==> src/smme_pkg.sv <==
// Functional notes
// - Decode opcode 31, extended 467, source bits 6-10
// - Selector is bits 11-20 with halves swapped
// - Valid write stores whole source into selected register
// - Accept only the listed selector values
// - Selector 8 loads the link register
// - Unlisted selector is an invalid form
// - Countdown timer writable only when privileged
// - Register move never touches exception register, field zero
// - Multiply decode: target, first, second factor fields
// - High word to target, low word to low half
// - Four multiply variants from overflow-enable and record bits
// - Multiply never changes the carry bit
// - Overflow-enable sets summary and overflow on overflow
// - Record bit sets sign flags from low word
// - Record bit copies summary overflow into field zero
package smme_pkg;
  // ****************************************************************
  // Instruction fields (bit 31 is the most significant)
  // ****************************************************************
  localparam int OPC_HI = 31;
  localparam int OPC_LO = 26;
  localparam int RD_HI = 25;
  localparam int RD_LO = 21;
  localparam int RA_HI = 20;
  localparam int RA_LO = 16;
  localparam int RB_HI = 15;
  localparam int RB_LO = 11;
  localparam int XO10_HI = 10;
  localparam int XO10_LO = 1;
  localparam int XO9_HI = 9;
  localparam int XO9_LO = 1;
  localparam int OE_POS = 10;
  localparam int RC_POS = 0;
  localparam logic [5:0] OPC_PRIMARY = 6'h1F;
  localparam logic [9:0] XO_MTSPR = 10'h1D3;
  localparam logic [8:0] XO_MUL = 9'h100;
  // ****************************************************************
  // Special registers
  // ****************************************************************
  localparam int SPR_COUNT = 27;
  localparam logic [9:0] SPR_TABLE [SPR_COUNT] = '{
    10'h001, 10'h008, 10'h009, 10'h012, 10'h013, 10'h016, 10'h019, 10'h01A, 10'h01B,
    10'h110, 10'h112, 10'h113, 10'h11A, 10'h11C, 10'h11D,
    10'h210, 10'h211, 10'h212, 10'h213, 10'h214, 10'h215, 10'h216, 10'h217, 10'h218,
    10'h219, 10'h21A, 10'h21B};
  localparam logic [9:0] SPR_LINK = 10'h008;
  localparam logic [9:0] SPR_DEC = 10'h016;
  localparam logic [31:0] SPR_RST = 32'h0000_0000;
  // ****************************************************************
  // Exception register and condition field zero
  // ****************************************************************
  localparam int XER_SO = 31;
  localparam int XER_OV = 30;
  localparam int XER_CA = 29;
  localparam logic [31:0] XER_RST = 32'h0000_0000;
  localparam int CR_LT = 3;
  localparam int CR_GT = 2;
  localparam int CR_EQ = 1;
  localparam int CR_SO = 0;
  localparam logic [3:0] CR_RST = 4'h0;
  // ****************************************************************
  // Avalon register map (word addresses)
  // ****************************************************************
  localparam int AW = 6;
  localparam logic [5:0] ADDR_STATUS = 6'h00;
  localparam logic [5:0] ADDR_MASK = 6'h01;
  localparam logic [5:0] ADDR_XER = 6'h02;
  localparam logic [5:0] ADDR_CR0 = 6'h03;
  localparam logic [5:0] ADDR_LOW = 6'h04;
  localparam logic [5:0] ADDR_LAST_SEL = 6'h05;
  localparam logic [5:0] ADDR_BANK = 6'h20;
  localparam int EV_SPR = 0;
  localparam int EV_MUL = 1;
  localparam int EV_EXC = 2;
  localparam int EV_OVF = 3;
  localparam int EV_W = 4;
  localparam logic [3:0] EV_RST = 4'h0;
  typedef enum logic [1:0] {SMME_EXC_SEL, SMME_EXC_PRIV, SMME_EXC_OP} smme_exc_t;
endpackage : smme_pkg

==> src/smme_mul_if.sv <==
`timescale 1ns/1ps
interface smme_mul_if;
  logic start;
  logic signed [31:0] a;
  logic signed [31:0] b;
  logic valid;
  logic signed [63:0] product;
  logic ovf;
  modport core(output start, output a, output b, input valid, input product, input ovf);
  modport unit(input start, input a, input b, output valid, output product, output ovf);
endinterface : smme_mul_if

==> src/smme_mul.sv <==
`timescale 1ns/1ps
module smme_mul (
  input wire logic i_clk,
  input wire logic i_reset_n,
  smme_mul_if.unit mul
);
  logic signed [63:0] prod_c;
  logic ovf_c;

  assign prod_c = mul.a * mul.b;
  assign ovf_c = (prod_c[63:32] != {32{prod_c[31]}});

  always_ff @(posedge i_clk) begin
    if (!i_reset_n) begin
      mul.valid <= 1'b0;
      mul.product <= 64'h0000_0000_0000_0000;
      mul.ovf <= 1'b0;
    end else begin
      mul.valid <= mul.start;
      if (mul.start) begin
        mul.product <= prod_c;
        mul.ovf <= ovf_c;
      end
    end
  end
endmodule : smme_mul

==> src/smme_exec.sv <==
// Our own choices: the Avalon-MM register port and the register addresses.
`timescale 1ns/1ps
module smme_exec (
  input wire logic i_clk,
  input wire logic i_reset_n,
  input wire logic i_issue,
  input wire logic [31:0] i_instr,
  input wire logic [31:0] i_src_val,
  input wire logic [31:0] i_first_val,
  input wire logic [31:0] i_second_val,
  input wire logic i_privileged,
  output logic o_ready,
  output logic o_done,
  output logic o_exception,
  output smme_pkg::smme_exc_t o_exc_cause,
  output logic o_gpr_we,
  output logic [4:0] o_gpr_idx,
  output logic [31:0] o_gpr_data,
  output logic [31:0] o_low_half,
  output logic [31:0] o_xer,
  output logic [3:0] o_cr0,
  output logic [31:0] o_link,
  output logic o_irq,
  input wire logic [5:0] i_avs_address,
  input wire logic i_avs_read,
  input wire logic i_avs_write,
  input wire logic [31:0] i_avs_writedata,
  input wire logic [3:0] i_avs_byteenable,
  output logic [31:0] o_avs_readdata,
  output logic o_avs_waitrequest
);
  // ****************************************************************
  // Decode functions
  // ****************************************************************
  function automatic logic [5:0] spr_lookup(input logic [9:0] sel);
    logic [5:0] r;
    r = 6'h00;
    for (int i = 0; i < smme_pkg::SPR_COUNT; i++) begin
      if (sel == smme_pkg::SPR_TABLE[i]) begin
        r = {1'b1, 5'(i)};
      end
    end
    return r;
  endfunction : spr_lookup

  function automatic logic [31:0] be_merge(input logic [31:0] old_v, input logic [31:0] new_v,
                                           input logic [3:0] be);
    logic [31:0] r;
    r = old_v;
    for (int i = 0; i < 4; i++) begin
      if (be[i]) begin
        r[i*8 +: 8] = new_v[i*8 +: 8];
      end
    end
    return r;
  endfunction : be_merge

  function automatic logic is_primary(input logic [31:0] ins);
    return ins[smme_pkg::OPC_HI:smme_pkg::OPC_LO] == smme_pkg::OPC_PRIMARY;
  endfunction : is_primary

  // ****************************************************************
  // Instruction decode
  // ****************************************************************
  logic is_mtspr;
  logic is_mul;
  logic [9:0] sel;
  logic [5:0] sel_hit_idx;
  logic sel_hit;
  logic [4:0] sel_idx;
  logic is_dec;
  logic accept;
  logic spr_ok;
  logic exc_sel;
  logic exc_priv;
  logic exc_op;
  logic mul_start;

  assign is_mtspr = is_primary(i_instr) &&
                    (i_instr[smme_pkg::XO10_HI:smme_pkg::XO10_LO] == smme_pkg::XO_MTSPR);
  assign is_mul = is_primary(i_instr) &&
                  (i_instr[smme_pkg::XO9_HI:smme_pkg::XO9_LO] == smme_pkg::XO_MUL);
  assign sel = {i_instr[smme_pkg::RB_HI:smme_pkg::RB_LO],
                i_instr[smme_pkg::RA_HI:smme_pkg::RA_LO]};
  assign sel_hit_idx = spr_lookup(sel);
  assign sel_hit = sel_hit_idx[5];
  assign sel_idx = sel_hit_idx[4:0];
  assign is_dec = (sel == smme_pkg::SPR_DEC);
  assign accept = i_issue && o_ready;
  assign spr_ok = accept && is_mtspr && sel_hit && !(is_dec && !i_privileged);
  assign exc_sel = accept && is_mtspr && !sel_hit;
  assign exc_priv = accept && is_mtspr && sel_hit && is_dec && !i_privileged;
  assign exc_op = accept && !is_mtspr && !is_mul;
  assign mul_start = accept && is_mul;

  // ****************************************************************
  // Multiplier
  // ****************************************************************
  smme_mul_if mul_bus ();
  logic [4:0] mul_rt;
  logic mul_oe;
  logic mul_rc;
  logic so_next;
  logic [31:0] prod_lo;

  assign mul_bus.start = mul_start;
  assign mul_bus.a = i_first_val;
  assign mul_bus.b = i_second_val;
  assign prod_lo = mul_bus.product[31:0];
  assign so_next = o_xer[smme_pkg::XER_SO] | (mul_oe & mul_bus.ovf);

  smme_mul u_mul (
    .i_clk(i_clk),
    .i_reset_n(i_reset_n),
    .mul(mul_bus.unit)
  );

  always_ff @(posedge i_clk) begin
    if (!i_reset_n) begin
      mul_rt <= 5'h00;
      mul_oe <= 1'b0;
      mul_rc <= 1'b0;
    end else if (mul_start) begin
      mul_rt <= i_instr[smme_pkg::RD_HI:smme_pkg::RD_LO];
      mul_oe <= i_instr[smme_pkg::OE_POS];
      mul_rc <= i_instr[smme_pkg::RC_POS];
    end
  end

  always_ff @(posedge i_clk) begin
    if (!i_reset_n) begin
      o_ready <= 1'b1;
    end else if (mul_start) begin
      o_ready <= 1'b0;
    end else if (mul_bus.valid) begin
      o_ready <= 1'b1;
    end
  end

  // ****************************************************************
  // Completion and write-back
  // ****************************************************************
  always_ff @(posedge i_clk) begin
    if (!i_reset_n) begin
      o_gpr_we <= 1'b0;
      o_gpr_idx <= 5'h00;
      o_gpr_data <= 32'h0000_0000;
    end else begin
      o_gpr_we <= mul_bus.valid;
      if (mul_bus.valid) begin
        o_gpr_idx <= mul_rt;
        o_gpr_data <= mul_bus.product[63:32];
      end
    end
  end

  always_ff @(posedge i_clk) begin
    if (!i_reset_n) begin
      o_done <= 1'b0;
      o_exception <= 1'b0;
      o_exc_cause <= smme_pkg::SMME_EXC_SEL;
    end else begin
      o_done <= mul_bus.valid || (accept && !is_mul);
      o_exception <= exc_sel || exc_priv || exc_op;
      if (exc_sel) begin
        o_exc_cause <= smme_pkg::SMME_EXC_SEL;
      end else if (exc_priv) begin
        o_exc_cause <= smme_pkg::SMME_EXC_PRIV;
      end else if (exc_op) begin
        o_exc_cause <= smme_pkg::SMME_EXC_OP;
      end
    end
  end

  // ****************************************************************
  // Special register bank
  // ****************************************************************
  logic [31:0] spr_bank [smme_pkg::SPR_COUNT];
  logic [9:0] last_sel;

  for (genvar g = 0; g < smme_pkg::SPR_COUNT; g++) begin : g_bank
    always_ff @(posedge i_clk) begin
      if (!i_reset_n) begin
        spr_bank[g] <= smme_pkg::SPR_RST;
      end else if (spr_ok && (sel_idx == 5'(g))) begin
        spr_bank[g] <= i_src_val;
      end
    end
  end

  always_ff @(posedge i_clk) begin
    if (!i_reset_n) begin
      o_link <= smme_pkg::SPR_RST;
      last_sel <= 10'h000;
    end else begin
      if (spr_ok && (sel == smme_pkg::SPR_LINK)) begin
        o_link <= i_src_val;
      end
      if (accept && is_mtspr) begin
        last_sel <= sel;
      end
    end
  end

  // ****************************************************************
  // Avalon slave
  // ****************************************************************
  logic wr_en;
  logic [5:0] bank_off;
  logic [31:0] rd_value;
  logic [3:0] status;
  logic [3:0] mask;

  assign wr_en = i_avs_write && !o_avs_waitrequest;
  assign bank_off = i_avs_address - smme_pkg::ADDR_BANK;

  always_comb begin
    rd_value = 32'h0000_0000;
    case (i_avs_address)
      smme_pkg::ADDR_STATUS: rd_value = {28'h000_0000, status};
      smme_pkg::ADDR_MASK: rd_value = {28'h000_0000, mask};
      smme_pkg::ADDR_XER: rd_value = o_xer;
      smme_pkg::ADDR_CR0: rd_value = {28'h000_0000, o_cr0};
      smme_pkg::ADDR_LOW: rd_value = o_low_half;
      smme_pkg::ADDR_LAST_SEL: rd_value = {22'h00_0000, last_sel};
      default: begin
        if ((i_avs_address >= smme_pkg::ADDR_BANK) &&
            (bank_off < 6'(smme_pkg::SPR_COUNT))) begin
          rd_value = spr_bank[bank_off[4:0]];
        end
      end
    endcase
  end

  always_ff @(posedge i_clk) begin
    if (!i_reset_n) begin
      o_avs_waitrequest <= 1'b1;
      o_avs_readdata <= 32'h0000_0000;
    end else begin
      o_avs_waitrequest <= !((i_avs_read || i_avs_write) && o_avs_waitrequest);
      if (i_avs_read && o_avs_waitrequest) begin
        o_avs_readdata <= rd_value;
      end
    end
  end

  // ****************************************************************
  // Exception register, field zero, low half
  // ****************************************************************
  always_ff @(posedge i_clk) begin
    if (!i_reset_n) begin
      o_xer <= smme_pkg::XER_RST;
    end else begin
      if (wr_en && (i_avs_address == smme_pkg::ADDR_XER)) begin
        o_xer <= be_merge(o_xer, i_avs_writedata, i_avs_byteenable);
      end
      if (mul_bus.valid && mul_oe) begin
        o_xer[smme_pkg::XER_OV] <= mul_bus.ovf;
        if (mul_bus.ovf) begin
          o_xer[smme_pkg::XER_SO] <= 1'b1;
        end
      end
    end
  end

  always_ff @(posedge i_clk) begin
    if (!i_reset_n) begin
      o_cr0 <= smme_pkg::CR_RST;
    end else begin
      if (wr_en && (i_avs_address == smme_pkg::ADDR_CR0) && i_avs_byteenable[0]) begin
        o_cr0 <= i_avs_writedata[3:0];
      end
      if (mul_bus.valid && mul_rc) begin
        o_cr0[smme_pkg::CR_LT] <= prod_lo[31];
        o_cr0[smme_pkg::CR_GT] <= !prod_lo[31] && (prod_lo != 32'h0000_0000);
        o_cr0[smme_pkg::CR_EQ] <= (prod_lo == 32'h0000_0000);
        o_cr0[smme_pkg::CR_SO] <= so_next;
      end
    end
  end

  always_ff @(posedge i_clk) begin
    if (!i_reset_n) begin
      o_low_half <= 32'h0000_0000;
    end else if (mul_bus.valid) begin
      o_low_half <= prod_lo;
    end else if (wr_en && (i_avs_address == smme_pkg::ADDR_LOW)) begin
      o_low_half <= be_merge(o_low_half, i_avs_writedata, i_avs_byteenable);
    end
  end

  // ****************************************************************
  // Interrupt status and mask
  // ****************************************************************
  logic [3:0] events;
  logic [3:0] next_status;
  logic [3:0] next_mask;

  assign events = {mul_bus.valid && mul_oe && mul_bus.ovf,
                   exc_sel || exc_priv || exc_op,
                   mul_bus.valid,
                   spr_ok};

  always_comb begin
    next_status = status;
    next_mask = mask;
    if (wr_en && (i_avs_address == smme_pkg::ADDR_STATUS) && i_avs_byteenable[0]) begin
      next_status = status & ~i_avs_writedata[3:0];
    end
    if (wr_en && (i_avs_address == smme_pkg::ADDR_MASK) && i_avs_byteenable[0]) begin
      next_mask = i_avs_writedata[3:0];
    end
    next_status = next_status | events;
  end

  always_ff @(posedge i_clk) begin
    if (!i_reset_n) begin
      status <= smme_pkg::EV_RST;
      mask <= smme_pkg::EV_RST;
      o_irq <= 1'b0;
    end else begin
      status <= next_status;
      mask <= next_mask;
      o_irq <= |(next_status & next_mask);
    end
  end

  // ****************************************************************
  // Assertions
  // ****************************************************************
  logic signed [63:0] chk_prod;
  assign chk_prod = $signed(i_first_val) * $signed(i_second_val);
endmodule : smme_exec

==> config.mk <==
export PLATFORM = sky130hd
export DESIGN_NAME = smme_exec
export DESIGN_NICKNAME = d
export VERILOG_FILES = /design/src/smme_pkg.sv /design/src/smme_mul_if.sv /design/src/smme_mul.sv /design/src/smme_exec.sv
export SDC_FILE = /design/constraint.sdc
export NUM_CORES = 2
export LEC_CHECK = 0
export ABC_AREA = 1
export BUFFER_PORTS_ARGS = -buffer_cell sky130_fd_sc_hd__buf_2
export CAP_MARGIN = 20
export CORE_ASPECT_RATIO = 0.9
export CORE_MARGIN = 2
export CORE_UTILIZATION = 53
export DETAILED_ROUTE_END_ITERATION = 7
export PLACE_DENSITY_LB_ADDON = 0.15
export SETUP_SLACK_MARGIN = 0.05
export SLEW_MARGIN = 20
export SYNTH_ARGS = -nofsm -noshare
export SYNTH_HDL_FRONTEND = slang
export SYNTH_SLANG_ARGS = --single-unit
==> constraint.sdc <==
create_clock -name i_clk -period 12.65 [get_ports i_clk]
set_input_delay 2.53 -clock i_clk [delete_from_list [all_inputs] [get_ports i_clk]]
set_output_delay 2.53 -clock i_clk [all_outputs]
set_load 0.01 [all_outputs]
==> impl_metrics.py <==
metrics = {
    "sta": {
        "layout_min_cycle_time_ns": 10.76,
        "rsz0062_at_grt": "no",
        "fin_skew_ns": 0.0271,
        "clock.fmax_ghz": 0.0930,
        "slew_viol_final": 0,
        "worst_slew_pin_slew_ns": 1.26,
        "finalCritPeriodShare_pct": 85.0,
        "final-setup-viol-count": 0,
        "tns_ns": 0,
        "relSlewSlack_pct": 14.8,
        "finalHoldViolations": 0,
    },
    "setup_path": {
        "r2r_start": "o_ready",
        "crit_required_ns": 13.28,
        "cp.arrival_ns": 11.38,
        "start_kind": "input port",
        "max_stage_delay_ns": 0.59,
        "path_class": "in2reg",
        "reg2reg_depth": 9,
        "cp_slowest_cell": "fa_1",
        "end_kind": "flop",
        "crit_fanout": 32,
        "r2r_slack_ns": 9.05,
        "crit_top_cell": "nand2_1",
        "r2r-end": "spr_bank[5][10]",
    },
    "clock_network": {
        "clkTransAtPathRegs_ns": 0.07,
        "cts-root-buf": "clkbuf_16",
        "cts_buffer_depth": 3,
        "numCtsBuffers": 106,
        "insertion_delay_ns": 0.73,
        "post_cts_buffers": 0,
        "clock-sinks": 1132,
        "ctsResizeCount": 0,
        "cts_tree": "done",
        "htreeDepth": 3,
        "cts_hold_buf": 0,
    },
    "synth": {
        "synth-edff-count": 864,
        "synthFlopType": "edfxtp_1",
        "ys_seq_area_share_pct": 36.1,
        "yosys_warnings": 0,
        "netlist_area_mm2": 0.0868,
        "synth_cell_types": 54,
        "syn_area_per_cell_um2": 8.96,
        "synth.top_cell.area_share_pct": 29.9,
        "netlist_instances": 9685,
        "yosysTopAreaCell": "edfxtp_1",
        "ys_ff_latch": 1132,
        "synth_area_leaders": "edfxtp_1, fa_1, nand2_1",
        "syn_nets": 11100,
        "async_reset_ff_share_pct": 0,
    },
    "die": {
        "initial_core_util_pct": 53.5,
        "fp.dieArea_mm2": 0.167,
        "dieHeight_um": 388,
        "core_area_mm2": 0.162,
        "io_pins": 353,
        "dieWidth_um": 431,
        "core.rowCount": 140,
    },
    "final_layout": {
        "seq_area_mm2": 0.0313,
        "fillerInstances": 14500,
        "drive_gt1_share_pct": 8.06,
        "area_growth_pct": 8.30,
        "multi_input_comb_area_mm2": 0.0461,
        "nets": 11100,
    },
    "min_path": {
        "whs_path_depth": 2,
        "worstHoldEndpoint": "mul_rt[3]",
        "hold_class": "reg2reg",
        "worstHoldStart": "mul_rt[3]",
    },
    "routing": {
        "wl_mm": 295,
        "routedWlPerCell_um": 24.7,
        "first_pass_iters": 8,
        "vias": 69200,
        "drtAntennaViolNets": 0,
        "drc_errors": 0,
        "drtIter0Drc": 9075,
        "via_per_inst": 5.80,
    },
    "placement": {
        "dp_hpwl_mm": 211,
        "place_congestion": 0.981,
        "portBuffers": 352,
    },
    "global_routing": {
        "grt.total_usage_pct": 35.7,
        "grt_overflow_total": 0,
        "grt_pass1_vias": 69400,
        "antenna_found_initial": 20,
        "grt_pass1_wl_mm": 445,
        "grt_max_degree": 135,
    },
    "run": {
        "cap_violations": 0,
    },
    "status": {
        "status": "completed",
    },
}
-- flip-flops by register name, summed over array words and instances, names as in the netlist, 5 cells and up --
name	cells
last_sel	10
mul_rt	5
o_avs_readdata	32
o_gpr_data	32
o_gpr_idx	5
o_link	32
o_low_half	32
o_xer	32
spr_bank	864
u_mul.mul.product	64
-- per-stage QoR --
stage / utilization, % / hold slack [ns] / instances / setup WS (ns) / instance area [um2]
detailed placement: 55.7 / 0.441 / 11700 / 1.34 / 90300
finish: 58.0 / 0.449 / 11900 / 1.89 / 94000
CTS: 57.8 / 0.452 / 11900 / 2.09 / 93800
global route: 58.0 / 0.466 / 11900 / 1.45 / 94000
floorplan: - / 0.414 / 9685 / 2.82 / 86800
global placement: 55.7 / 0.436 / 11700 / 1.35 / 90300
-- area by class of cell --
class / instances / area share, %
multi-input cells: 5984 / 49.1
clock inverters: 54 / 0.604
repair buffers: 479 / 3.09
diodes: 5 / 0.0133
well taps: 2130 / 2.83
inverters: 1995 / 7.98
flip-flops and latches: 1132 / 33.3
clock buffers: 144 / 3.09
-- layout by cell type (no fill, tap or decap), types with 49 or more instances in the layout --
master,count
clkbuf_16,109
ha_1,184
buf_4,115
a21oi_1,308
nand4_1,87
o21ai_0,221
inv_1,1936
clkinv_1,49
buf_2,351
dfxtp_1,268
fa_1,1081
a22oi_1,306
edfxtp_1,864
nor2_1,973
nand2_1,2083
nand3_1,181
nor3_1,144
nor3_2,54
-- cell families after synthesis --
kind of cell | synth area share (%)
DFF | 36.1
AOI/OAI and AO/OA | 7.87
and+or+nand+nor | 16.9
xor gates and xnor gates | 0.373
buffers and inverters | 11.2
adders and majority gates | 27.6
-- synth_stat cells (all sizes together), types with 2 or more instances --
cell,instances
a211oi,37
nand3,186
o21ai,232
buf,53
clkbuf,521
o211ai,9
nor3,198
edfxtp,864
a41oi,21
a22oi,306
or2,14
xnor2,15
and2,5
nand2,2097
nand4,91
a31oi,43
dfxtp,268
nand3b,4
o21a,13
xor2,22
nor2,988
and3,2
a21o,3
o41ai,29
fa,1082
nor3b,3
clkinv,36
ha,184
o21bai,12
nor4,13
a221oi,33
inv,1959
o22ai,4
a21oi,308
o211a,2
o31ai,6
a22o,17
-- critical path, delay by kind of cell --
family / cells / cell delay, ns
AND/OR/NAND/NOR: 17 / 2.95
buffers and inverters: 6 / 1.24
adder cells (fa/ha/maj): 9 / 4.63
-- metal layers --
metal  share of wire (%)  global-route usage [%]  vias to the layer above
met5               0.092                       0                        -
met4                 2.5                    8.19                       20
met3                  14                    9.98                      457
met2                  42                    51.1                     4199
met1                  42                    53.9                    34400
li1                    -                       -                    30100
-- worst max path at each step --
stage / start / endpoint / slack [ns]
after global placement: i_second_val[8] / u_mul.mul.ovf / 1.35
after global routing: i_first_val[31] / u_mul.mul.ovf / 1.45
after detailed placement: i_second_val[2] / u_mul.mul.ovf / 1.34
after CTS: i_second_val[2] / u_mul.mul.ovf / 2.09
after floorplan: i_first_val[31] / u_mul.mul.ovf / 2.82
final: i_second_val[2] / u_mul.mul.ovf / 1.89
Power is left out: the tool's default activity adds up to more than one toggle a clock period on the data nets, which glitch-free logic cannot reach.
